`src/core/ldic_consts.svh`:
```
`ifndef LDIC_CONSTS_SVH
`define LDIC_CONSTS_SVH

// Data bus width seen by the auxiliary control register
`define LDIC_DATA_W            8
// Field positions inside auxiliary_line_interrupt_control
`define LDIC_LOCKOUT_BIT       5
`define LDIC_LINE_SEL_BIT      6
`define LDIC_IRQ_BIT           7
// Mask of the bits that are stored; the rest read as zero
`define LDIC_STORED_MASK       8'he0
// Reset value of the register: coax, no interrupt, lock-out off
`define LDIC_REG_RESET         8'h00
// Line-select encoding
`define LDIC_SEL_COAX          1'h0
`define LDIC_SEL_TWINAX        1'h1
// Number of asynchronous inputs that are synchronised
`define LDIC_SYNC_W            16
// Reset levels of the combinational-path outputs
`define LDIC_XOR_N_RESET       1'h1
`define LDIC_BRST_N_RESET      1'h0

`endif

```
`src/core/ldic_dummy_unused.sv`:
```
`default_nettype none
`default_nettype wire

```
`src/core/ldic_pkg.sv`:
```
`default_nettype none

package ldic_pkg;

   // Strobe tracking states, one-hot
   typedef enum logic [2:0] {
      LDIC_ST_IDLE  = 3'h1,
      LDIC_ST_LOW   = 3'h2,
      LDIC_ST_LATCH = 3'h4
   } ldic_strobe_e;

   typedef logic [7:0] ldic_reg_t;

endpackage : ldic_pkg

`default_nettype wire

```
`src/core/ldic_sync.sv`:
```
`default_nettype none

// Two-stage synchroniser, one chain per bit
module ldic_sync #(
   parameter int WIDTH = 1
) (
   input  wire logic             ref_clk,
   input  wire logic             resetn,
   input  wire logic [WIDTH-1:0] async_in,
   output var  logic [WIDTH-1:0] sync_out
);

   if (WIDTH < 1) begin : g_width_check
      $error("ldic_sync: WIDTH must be at least 1");
   end

   genvar i;
   generate
      for (i = 0; i < WIDTH; i = i + 1) begin : g_bit
         logic stage1;
         logic stage2;
         logic next_stage1;
         logic next_stage2;

         always_comb begin
            next_stage1 = async_in[i];
            next_stage2 = stage1;
         end

         always_ff @(posedge ref_clk or negedge resetn) begin
            if (!resetn) begin
               stage1 <= 1'h0;
               stage2 <= 1'h0;
            end else begin
               stage1 <= next_stage1;
               stage2 <= next_stage2;
            end
         end

         assign sync_out[i] = stage2;
      end
   endgenerate

endmodule // ldic_sync

`default_nettype wire

```
`src/core/ldic_line_drive_irq_control.sv`:
```
`include "ldic_consts.svh"

`default_nettype none

// Operation
// Coax drive: select low, transmitting, not reset
// Twinax drive: select high, transmitting, not reset
// Intensity low when serial and delayed differ
// Data bit 6 low selects coax
// Bits 7 and 5 load irq, lock-out
// Irq set by bit 7 one, cleared zero
// Registered outputs driven only while enable low
// Line drives, intensity, board reset always driven
// Loopback lets receiver run while transmitting
// Update on strobe rise; board reset inverted
module ldic_line_drive_irq_control #(
   parameter int DATA_W = `LDIC_DATA_W
) (
   input  wire logic              ref_clk,
   input  wire logic              resetn,
   input  wire logic [DATA_W-1:0] proc_data,
   input  wire logic              aux_register_strobe_n,
   input  wire logic              output_enable_n,
   input  wire logic              tx_active,
   input  wire logic              proc_reset_n,
   input  wire logic              serial_out,
   input  wire logic              serial_out_delayed,
   input  wire logic              host_reset_in,
   input  wire logic              loopback_test,
   input  wire logic              rx_request,
   output var  logic              coax_line_drive,
   output var  logic              twinax_line_drive,
   output var  logic              encoded_xor_out_n,
   output var  logic              board_reset_out_n,
   output var  logic              host_irq,
   output var  logic              host_irq_oe,
   output var  logic              host_lockout_enable,
   output var  logic              host_lockout_enable_oe,
   output var  logic              line_select,
   output var  logic              line_select_oe,
   output var  logic              rx_enable
);

   if (DATA_W < `LDIC_DATA_W) begin : g_width_check
      $error("ldic: DATA_W must be at least 8");
   end

   // Synchronised copies of every pin input except rx_request
   logic [`LDIC_SYNC_W-1:0] async_bus;
   logic [`LDIC_SYNC_W-1:0] sync_bus;

   always_comb begin
      async_bus      = '0;
      async_bus[7:0] = proc_data[7:0];
      // Strobe, enable and host reset cross inverted: reset reads strobe and enable idle, host reset asserted
      async_bus[8]   = ~aux_register_strobe_n;
      async_bus[9]   = ~output_enable_n;
      async_bus[10]  = tx_active;
      async_bus[11]  = proc_reset_n;
      async_bus[12]  = serial_out;
      async_bus[13]  = serial_out_delayed;
      async_bus[14]  = ~host_reset_in;
      async_bus[15]  = loopback_test;
   end

   ldic_sync #(
      .WIDTH (`LDIC_SYNC_W)
   ) u_sync (
      .ref_clk  (ref_clk),
      .resetn   (resetn),
      .async_in (async_bus),
      .sync_out (sync_bus)
   );

   logic [7:0] s_data;
   logic       s_strobe_n;
   logic       s_oe_n;
   logic       s_tx_active;
   logic       s_proc_rst_n;
   logic       s_serial;
   logic       s_serial_dly;
   logic       s_host_rst;
   logic       s_loopback;

   always_comb begin
      s_data       = sync_bus[7:0];
      s_strobe_n   = ~sync_bus[8];
      s_oe_n       = ~sync_bus[9];
      s_tx_active  = sync_bus[10];
      s_proc_rst_n = sync_bus[11];
      s_serial     = sync_bus[12];
      s_serial_dly = sync_bus[13];
      s_host_rst   = ~sync_bus[14];
      s_loopback   = sync_bus[15];
   end

   // Receive request comes from logic on this clock
   logic s_rx_request;

   always_comb begin
      s_rx_request = rx_request;
   end

   // Strobe tracking
   ldic_pkg::ldic_strobe_e strobe_state;
   ldic_pkg::ldic_strobe_e next_strobe_state;
   logic                   strobe_rise;

   always_comb begin
      next_strobe_state = strobe_state;
      strobe_rise       = 1'h0;
      case (strobe_state)
         ldic_pkg::LDIC_ST_IDLE: begin
            if (!s_strobe_n) begin
               next_strobe_state = ldic_pkg::LDIC_ST_LOW;
            end
         end
         ldic_pkg::LDIC_ST_LOW: begin
            if (s_strobe_n) begin
               next_strobe_state = ldic_pkg::LDIC_ST_LATCH;
               strobe_rise       = 1'h1;
            end
         end
         ldic_pkg::LDIC_ST_LATCH: begin
            if (!s_strobe_n) begin
               next_strobe_state = ldic_pkg::LDIC_ST_LOW;
            end else begin
               next_strobe_state = ldic_pkg::LDIC_ST_IDLE;
            end
         end
         default: begin
            next_strobe_state = ldic_pkg::LDIC_ST_IDLE;
         end
      endcase
   end

   always_ff @(posedge ref_clk or negedge resetn) begin
      if (!resetn) begin
         strobe_state <= ldic_pkg::LDIC_ST_IDLE;
      end else begin
         strobe_state <= next_strobe_state;
      end
   end

   // Data is held one cycle so it matches the strobe rise sample
   logic [7:0] data_hold;
   logic [7:0] next_data_hold;

   always_comb begin
      next_data_hold = s_data;
   end

   always_ff @(posedge ref_clk or negedge resetn) begin
      if (!resetn) begin
         data_hold <= 8'h00;
      end else begin
         data_hold <= next_data_hold;
      end
   end

   // Auxiliary control register, write-only from the processor
   ldic_pkg::ldic_reg_t auxiliary_line_interrupt_control;
   ldic_pkg::ldic_reg_t next_aux;

   always_comb begin
      next_aux = auxiliary_line_interrupt_control;
      if (strobe_rise) begin
         // Bit 6 picks the line, bits 7 and 5 load irq and lock-out
         next_aux = data_hold & `LDIC_STORED_MASK;
      end
   end

   always_ff @(posedge ref_clk or negedge resetn) begin
      if (!resetn) begin
         auxiliary_line_interrupt_control <= `LDIC_REG_RESET;
      end else begin
         auxiliary_line_interrupt_control <= next_aux;
      end
   end

   logic sel_twinax;
   logic irq_bit;
   logic lockout_bit;

   always_comb begin
      sel_twinax  = auxiliary_line_interrupt_control[`LDIC_LINE_SEL_BIT];
      irq_bit     = auxiliary_line_interrupt_control[`LDIC_IRQ_BIT];
      lockout_bit = auxiliary_line_interrupt_control[`LDIC_LOCKOUT_BIT];
   end

   // Output stage, every output registered
   logic next_coax;
   logic next_twinax;
   logic next_xor_n;
   logic next_brst_n;
   logic next_irq;
   logic next_irq_oe;
   logic next_lockout;
   logic next_lockout_oe;
   logic next_sel;
   logic next_sel_oe;
   logic next_rx_en;
   logic line_active;

   always_comb begin
      line_active  = s_tx_active & s_proc_rst_n;
      next_coax    = (sel_twinax == `LDIC_SEL_COAX) & line_active;
      next_twinax  = (sel_twinax == `LDIC_SEL_TWINAX) & line_active;
      next_xor_n   = ~(s_serial ^ s_serial_dly);
      next_brst_n  = ~s_host_rst;
      next_irq     = irq_bit;
      next_lockout = lockout_bit;
      next_sel     = sel_twinax;
      next_irq_oe     = ~s_oe_n;
      next_lockout_oe = ~s_oe_n;
      next_sel_oe     = ~s_oe_n;
      // Receiver is muted while transmitting unless looping back
      next_rx_en   = s_rx_request & (~s_tx_active | s_loopback);
   end

   always_ff @(posedge ref_clk or negedge resetn) begin
      if (!resetn) begin
         coax_line_drive        <= 1'h0;
         twinax_line_drive      <= 1'h0;
         encoded_xor_out_n      <= `LDIC_XOR_N_RESET;
         board_reset_out_n      <= `LDIC_BRST_N_RESET;
         host_irq               <= 1'h0;
         host_irq_oe            <= 1'h0;
         host_lockout_enable    <= 1'h0;
         host_lockout_enable_oe <= 1'h0;
         line_select            <= 1'h0;
         line_select_oe         <= 1'h0;
         rx_enable              <= 1'h0;
      end else begin
         // Four line outputs have no enable and stay driven
         coax_line_drive        <= next_coax;
         twinax_line_drive      <= next_twinax;
         encoded_xor_out_n      <= next_xor_n;
         board_reset_out_n      <= next_brst_n;
         host_irq               <= next_irq;
         host_irq_oe            <= next_irq_oe;
         host_lockout_enable    <= next_lockout;
         host_lockout_enable_oe <= next_lockout_oe;
         line_select            <= next_sel;
         line_select_oe         <= next_sel_oe;
         rx_enable              <= next_rx_en;
      end
   end

endmodule // ldic_line_drive_irq_control

`default_nettype wire

```
`config.mk`:
```
export PLATFORM = sky130hd
export DESIGN_NAME = ldic_line_drive_irq_control
export DESIGN_NICKNAME = d
export VERILOG_FILES = /design/src/core/ldic_dummy_unused.sv /design/src/core/ldic_pkg.sv /design/src/core/ldic_sync.sv /design/src/core/ldic_line_drive_irq_control.sv
export VERILOG_INCLUDE_DIRS = /design/src /design/src/core
export SDC_FILE = /design/constraint.sdc
export NUM_CORES = 1
export LEC_CHECK = 0
export BUFFER_PORTS_ARGS = -buffer_cell sky130_fd_sc_hd__clkbuf_2
export CAP_MARGIN = 20
export CORE_MARGIN = 2
export CORE_UTILIZATION = 45
export CTS_CLUSTER_DIAMETER = 100
export DETAILED_ROUTE_END_ITERATION = 8
export PLACE_DENSITY = 0.69
export SLEW_MARGIN = 10
export SYNTH_ARGS = -nofsm -noshare
export SYNTH_HDL_FRONTEND = slang
export SYNTH_SLANG_ARGS = --single-unit
export TNS_END_PERCENT = 10
```
`constraint.sdc`:
```
create_clock -name ref_clk -period 3.89 [get_ports ref_clk]
set_input_delay 0.389 -clock ref_clk [delete_from_list [all_inputs] [get_ports ref_clk]]
set_output_delay 0.389 -clock ref_clk [all_outputs]
set_load 0.005 [all_outputs]
```
==> impl_metrics.py, run 1 <==
metrics = {
    "status": {
        "status": "complete, no violations",
    },
    "logic_synthesis": {
        "synth_common_cells": "38 x dfrtp_1, 4 x inv_1, 3 x mux2_2",
        "ys_seq_area_share_pct": 85.0,
        "syn_nets": 81,
        "synth_top_area_share_pct": 80.6,
        "async_flop_share_pct": 100,
        "synth-seq-cells": 40,
        "ys_top_cells_by_area": "dfrtp_1 81%, dfstp_2 4.5%, mux2_2 2.9%",
        "synth.most_common_cell": "dfrtp_1",
        "ys.flop_type": "dfrtp_1",
        "syn_area_um2": 1180,
        "synth_top_cell_by_area": "dfrtp_1",
        "yosys_warnings": 0,
        "synth_edf_count": 0,
        "synthAdderAreaFrac_pct": 0,
        "synthXorXnorAreaFrac_pct": 1.48,
        "synth_cell_types": 18,
        "synth_compound_area_share_pct": 1.91,
        "synth_top_family_by_area": "simple AND/OR/NAND/NOR gates",
        "synth.area.mux_share_pct": 2.86,
        "synthSimpleGateAreaFrac_pct": 6.15,
        "avgSynthCellArea_um2": 19.0,
        "synthCells": 62,
    },
    "clock_network": {
        "clkSinkCount": 40,
        "cts_tree": "done",
        "cts_made_buffers": 5,
        "clk_pin_slew_ns": 0.10,
        "htreeDepth": 2,
        "hold_buffers": 0,
        "cts_root_buf": "clkbuf_4",
        "post_cts_buffers": 0,
        "cts_buffer_depth": 2,
        "cts.repair.resized": 0,
        "insertion_delay_ns": 0.31,
    },
    "sta": {
        "skew_ns": 0.00191,
        "relSlewSlack_pct": 39.7,
        "rsz0062_at_grt": "no",
        "hold_viol_final": 0,
        "setup_violations": 0,
        "worstMarginPinSlew_ns": 0.905,
        "finalSetupTns_ns": 0,
        "min_period_ns": 1.33,
        "slew_violations": 0,
        "fin_crit_sh_pct": 34.2,
        "setup_ws_ns": 2.56,
        "timing.fmax_ghz": 0.751,
    },
    "setup_path": {
        "cpPeakStageDelay_ns": 0.46,
        "start_kind": "flop",
        "crit_fanout": 6,
        "path_cells": "nor4b_4, mux2_2",
        "crit_type": "flop to flop",
        "endpoint_kind": "flop",
        "slowest_stage": "dfrtp_1",
        "critPathArrivalTime_ns": 1.53,
        "required_ns": 4.09,
    },
    "detailed_routing": {
        "drtIter0Drc": 1,
        "first_pass_iters": 2,
        "via_per_inst": 4.43,
        "route.detailed.drc": 0,
        "ant_nets": 0,
        "num_vias": 541,
        "wl_per_cell_um": 10.2,
        "drt-total-wl_mm": 1.24,
    },
    "global_route": {
        "antenna_found_initial": 0,
        "grt_pass1_wl_mm": 2.23,
        "gr-total-overflow": 0,
        "grtUsageTotal_pct": 9.89,
        "grt_pass1_vias": 546,
        "grt_max_degree": 41,
    },
    "power": {
        "total_power_uw": 809,
        "irDropWorstVdd_uv": 315,
        "power_leakage_nw": 0.683,
        "power_density_nw_per_um2": 586,
    },
    "layout": {
        "fillers": 203,
        "nets": 110,
        "syn2layout_area_growth_pct": 17.1,
        "layout-drive-gt1-share_pct": 40.2,
        "num_antenna_cells": 0,
    },
    "floorplan": {
        "die_w_um": 55.2,
        "ioPinCount": 30,
        "start_util_pct": 47.6,
        "die_area_um2": 3050,
        "core_area_um2": 2480,
        "die_y_um": 55.2,
        "rows": 18,
    },
    "placed_design": {
        "globalplace.congestion": 0.597,
        "dp_slack_ns": 2.55,
        "portBuffers": 24,
        "dp.final_hpwl_um": 858,
    },
    "min_path": {
        "hold_path_class": "primary input to flop",
    },
    "flow_run": {
        "timing.max_cap.violations": 0,
    },
}
==> cells by family after synthesis <==
family	count (synthesis)
AOI/OAI and AO/OA	3
xor gates and xnor gates	2
buffers and inverters	6
DFF	40
muxes	3
and+or+nand+nor	8
==> worst paths after layout <==
kind	startpoint	to	slack (ns)	cells after the start
hold / removal	proc_data[6]	u_sync.g_bit[6].next_stage2$_DFF_PN0_	0.17	1
hold reg to reg	u_sync.g_bit[8].next_stage2$_DFF_PN0_	u_sync.g_bit[8].stage2$_DFF_PN0_	0.36	0
setup / recovery	strobe_state[2]$_DFFE_PN0P_	auxiliary_line_interrupt_control[7]$_DFFE_PN0P_	2.56	2
min in group asynchronous	resetn	u_sync.g_bit[14].next_stage2$_DFF_PN0_	0.19	1
setup reg to reg	strobe_state[2]$_DFFE_PN0P_	auxiliary_line_interrupt_control[7]$_DFFE_PN0P_	2.56	2
max in group asynchronous	resetn	u_sync.g_bit[8].next_stage2$_DFF_PN0_	3.14	1
==> placed cells by master (no fill, tap or decap) <==
cell	netlist	routed
nor2_1	1	1
clkbuf_8	0	1
clkbuf_1	0	2
and3_1	1	1
nand2_1	1	1
nor3b_1	1	1
and4bb_2	1	1
nor3_1	1	1
inv_1	4	4
a21boi_0	1	1
clkbuf_2	0	24
nor4bb_1	1	1
dfrtp_1	38	38
clkbuf_4	0	5
nor4b_4	1	1
dfstp_2	2	2
o211a_1	1	1
xnor2_1	1	1
o21ai_0	1	1
xor2_1	1	1
mux2_2	3	3
==> stage by stage <==
stage | std cells | util [%] | hold slack, ns | cell area (um^2)
2_1_floorplan | 62 | - | 0.0934 | 1180
3_3_place_gp | 114 | 53.4 | 0.332 | 1320
3_5_place_dp | 114 | 53.4 | 0.335 | 1320
4_1_cts | 122 | 55.8 | 0.155 | 1380
5_1_grt | 122 | 55.8 | 0.147 | 1380
6_report | 122 | 55.8 | 0.173 | 1380
==> power by group <==
| group | internal [mW] | total, mW | switching (mW) |
|---|---|---|---|
| Clock | 0.0892 | 0.199 | 0.110 |
| Combinational | 0.0568 | 0.0906 | 0.0338 |
| Sequential | 0.480 | 0.519 | 0.0389 |
| Total | 0.626 | 0.809 | 0.183 |
==> area by class of cell <==
cell class              instances  area, um^2  share of cell area, %
multi-input cells              16         146                   10.6
flip-flops and latches         40        1000                   72.6
repair buffers                 24         120                   8.70
well taps                      30        37.5                   2.72
clock buffers                   8        58.8                   4.26
inverters                       4        15.0                   1.09
==> critical path: cells and delay by family (launching register included) <==
kind             cells  cell delay [ns]
flip-flops           1             0.46
AND/OR/NAND/NOR      1             0.39
multiplexers         1             0.37
==> sequential cells by signal (all words and copies together) (netlist names) <==
| register | cells |
|---|---|
| auxiliary_line_interrupt_control | 3 |
| board_reset_out_n | 1 |
| coax_line_drive | 1 |
| data_hold | 3 |
| encoded_xor_out_n | 1 |
| host_irq | 1 |
| host_lockout_enable | 1 |
| line_select | 1 |
| line_select_oe | 1 |
| rx_enable | 1 |
| strobe_state | 3 |
| twinax_line_drive | 1 |
| u_sync.g_bit.next_stage2 | 11 |
| u_sync.g_bit.stage2 | 11 |
==> routing by layer <==
layer / wire, um / vias up / GRT usage (%)
li1: - / 259 / -
met1: 475 / 264 / 9.62
met2: 667 / 16 / 16.8
met3: 83 / 2 / 4.45
met4: 14 / 0 / 6.27
met5: 0 / - / 0
Power figures use the tool's default switching activity.
==> run 2: changes to the inputs <==
ABC_AREA = 1   (was default)
CORE_UTILIZATION = 44   (was 45)
PLACE_DENSITY = 0.71   (was 0.69)
clock period = 1.2 ns   (was 3.89 ns; I/O delays follow)
==> impl_metrics.py, run 2 <==
metrics = {
    "status": {
        "status": "complete, no violations",
    },
    "sta": {
        "relSlewSlack_pct": 78.7,
        "timing.fmax_ghz": 0.919,
        "finalSetupTns_ns": 0,
        "slew_violations": 0,
        "hold_viol_final": 0,
        "worstMarginPinSlew_ns": 0.320,
        "setup_violations": 0,
        "skew_ns": 0.00441,
        "fin_crit_sh_pct": 90.7,
        "rsz0062_at_grt": "no",
        "min_period_ns": 1.09,
    },
    "logic_synthesis": {
        "syn_area_um2": 1170,
        "synth_common_cells": "38 x dfrtp_1, 15 x nand2_1, 9 x inv_1",
        "ys.flop_type": "dfrtp_1",
        "synth_top_area_share_pct": 81.3,
        "syn_nets": 95,
        "async_flop_share_pct": 100,
        "synth_top_cell_by_area": "dfrtp_1",
        "synth_edf_count": 0,
        "ys_seq_area_share_pct": 85.8,
        "synthCells": 76,
        "yosys_warnings": 0,
        "avgSynthCellArea_um2": 15.4,
        "synth_cell_types": 14,
        "synth.most_common_cell": "dfrtp_1",
        "synth-seq-cells": 40,
        "ys_top_cells_by_area": "dfrtp_1 81%, nand2_1 4.8%, dfstp_2 4.5%",
    },
    "layout": {
        "nets": 138,
        "final_common_cell": "dfrtp_1",
        "layout-drive-gt1-share_pct": 30.0,
        "num_antenna_cells": 0,
        "fillers": 195,
        "syn2layout_area_growth_pct": 30.1,
        "mostFrequentLayoutCells": "38 x dfrtp_1, 24 x clkbuf_2, 15 x nand2_1",
        "seqCellArea_um2": 1000,
        "multi_input_area_um2": 113,
    },
    "setup_path": {
        "start_kind": "flop",
        "slowest_stage": "dfstp_2",
        "path_cells": "clkbuf_2",
        "critPathArrivalTime_ns": 0.97,
        "worstSetupStartpoint": "encoded_xor_out_n$_DFF_PN1_",
        "crit_family": "flip-flops",
        "required_ns": 1.08,
        "rr_startpoint": "strobe_state[0]$_DFFE_PN1P_",
        "crit_type": "flop to output pin",
        "cpPeakStageDelay_ns": 0.54,
        "crit_buf_inv": 1,
        "endpoint_kind": "output pin",
        "crit_fanout": 1,
    },
    "floorplan": {
        "ioPinCount": 30,
        "core_area_um2": 2500,
        "die_y_um": 55.6,
        "die_w_um": 55.6,
        "start_util_pct": 46.8,
        "die_area_um2": 3090,
        "rows": 18,
    },
    "power": {
        "p_int_mw": 2.00,
        "p_clk_share_pct": 25.0,
        "power_density_nw_per_um2": 1740,
        "combPwrFrac_pct": 13.3,
        "p_sw_uw": 650,
        "power_leakage_nw": 0.779,
        "total_power_mw": 2.65,
        "irDropWorstVdd_uv": 1220,
        "swShare_pct": 24.5,
        "seq_power_share_pct": 61.7,
    },
    "clock_network": {
        "insertion_delay_ns": 0.33,
        "cts.repair.resized": 0,
        "clk_pin_slew_ns": 0.10,
        "hold_buffers": 13,
        "post_cts_buffers": 0,
        "cts_made_buffers": 5,
        "clkSinkCount": 40,
        "cts_tree": "done",
        "htreeDepth": 2,
        "cts_buffer_depth": 2,
        "cts_root_buf": "clkbuf_4",
    },
    "detailed_routing": {
        "via_per_inst": 4.29,
        "wl_per_cell_um": 10.0,
        "drt-total-wl_mm": 1.50,
        "ant_nets": 0,
        "num_vias": 644,
        "drtIter0Drc": 7,
        "route.detailed.drc": 0,
        "first_pass_iters": 3,
    },
    "global_route": {
        "grt_max_degree": 30,
        "gr-total-overflow": 0,
        "grt_pass1_vias": 668,
        "grt_pass1_wl_mm": 2.63,
        "grtUsageTotal_pct": 11.7,
        "antenna_found_initial": 0,
    },
    "placed_design": {
        "portBuffers": 24,
        "dp.final_hpwl_mm": 1.06,
        "globalplace.congestion": 0.711,
    },
    "min_path": {
        "hold_path_class": "primary input to async pin",
    },
    "flow_run": {
        "timing.max_cap.violations": 0,
    },
}
[run 2: cell families after synthesis]
logic type,after synthesis,synth area share (%)
buffers and inverters,12,4.60
XOR/XNOR,1,0.749
AO/OA/AOI/OAI,2,1.07
AND/OR/NAND/NOR,21,7.81
flip-flops,40,85.8
[run 2: layout make-up]
class,instances,area share [%]
tap,30,2.47
clock buffer,8,3.87
timing repair buffer,38,17.8
inverter,10,2.55
multi-input combinational,24,7.40
sequential,40,66.0
[run 2: power groups by stage]
stage | Clock, mW | Sequential [mW] | Combinational [mW]
3_3_place_gp | 0 | 1.65 | 0.302
6_report | 0.662 | 1.64 | 0.354
2_1_floorplan | 0 | 1.66 | 0.170
3_5_place_dp | 0 | 1.67 | 0.330
5_1_grt | 0.754 | 1.66 | 0.409
4_1_cts | 0.696 | 1.64 | 0.364
[run 2: metal layers]
| metal | global-route usage (%) | part of all wire (%) |
|---|---|---|
| met1 | 11.6 | 38 |
| met2 | 20.2 | 54 |
| met3 | 4.68 | 6.2 |
| met4 | 7.32 | 1.9 |
| met5 | 0 | 0 |
[run 2: worst register-to-register path, delay by kind of cell (launching register included)]
kind	cells	cell delay [ns]
buffers and inverters	1	0.09
DFF	1	0.57
and+or+nand+nor	4	0.28
[run 2: worst paths after layout]
kind,endpoint,slack (ns),cells after the start
min reg2reg,board_reset_out_n$_DFF_PN0_,0.35,0
min in group ref_clk,board_reset_out_n$_DFF_PN0_,0.35,0
max in group asynchronous,encoded_xor_out_n$_DFF_PN1_,0.47,3
max reg2reg,auxiliary_line_interrupt_control[5]$_DFFE_PN0P_,0.17,5
max,encoded_xor_out_n,0.11,1
min,u_sync.g_bit[10].next_stage2$_DFF_PN0_,0.21,2
[run 2: through the flow]
step / cells / worst slack (ns) / util [%] / cell area (um^2) / hold slack (ns)
after global routing: 150 / 0.0751 / 60.9 / 1520 / 0.224
final: 150 / 0.112 / 60.9 / 1520 / 0.211
after CTS: 150 / 0.0894 / 60.9 / 1520 / 0.194
after global placement: 129 / 0.241 / 53.3 / 1330 / 0.0190
after detailed placement: 129 / 0.173 / 53.3 / 1330 / 0.0281
after floorplan: 76 / 0.282 / - / 1170 / -0.176
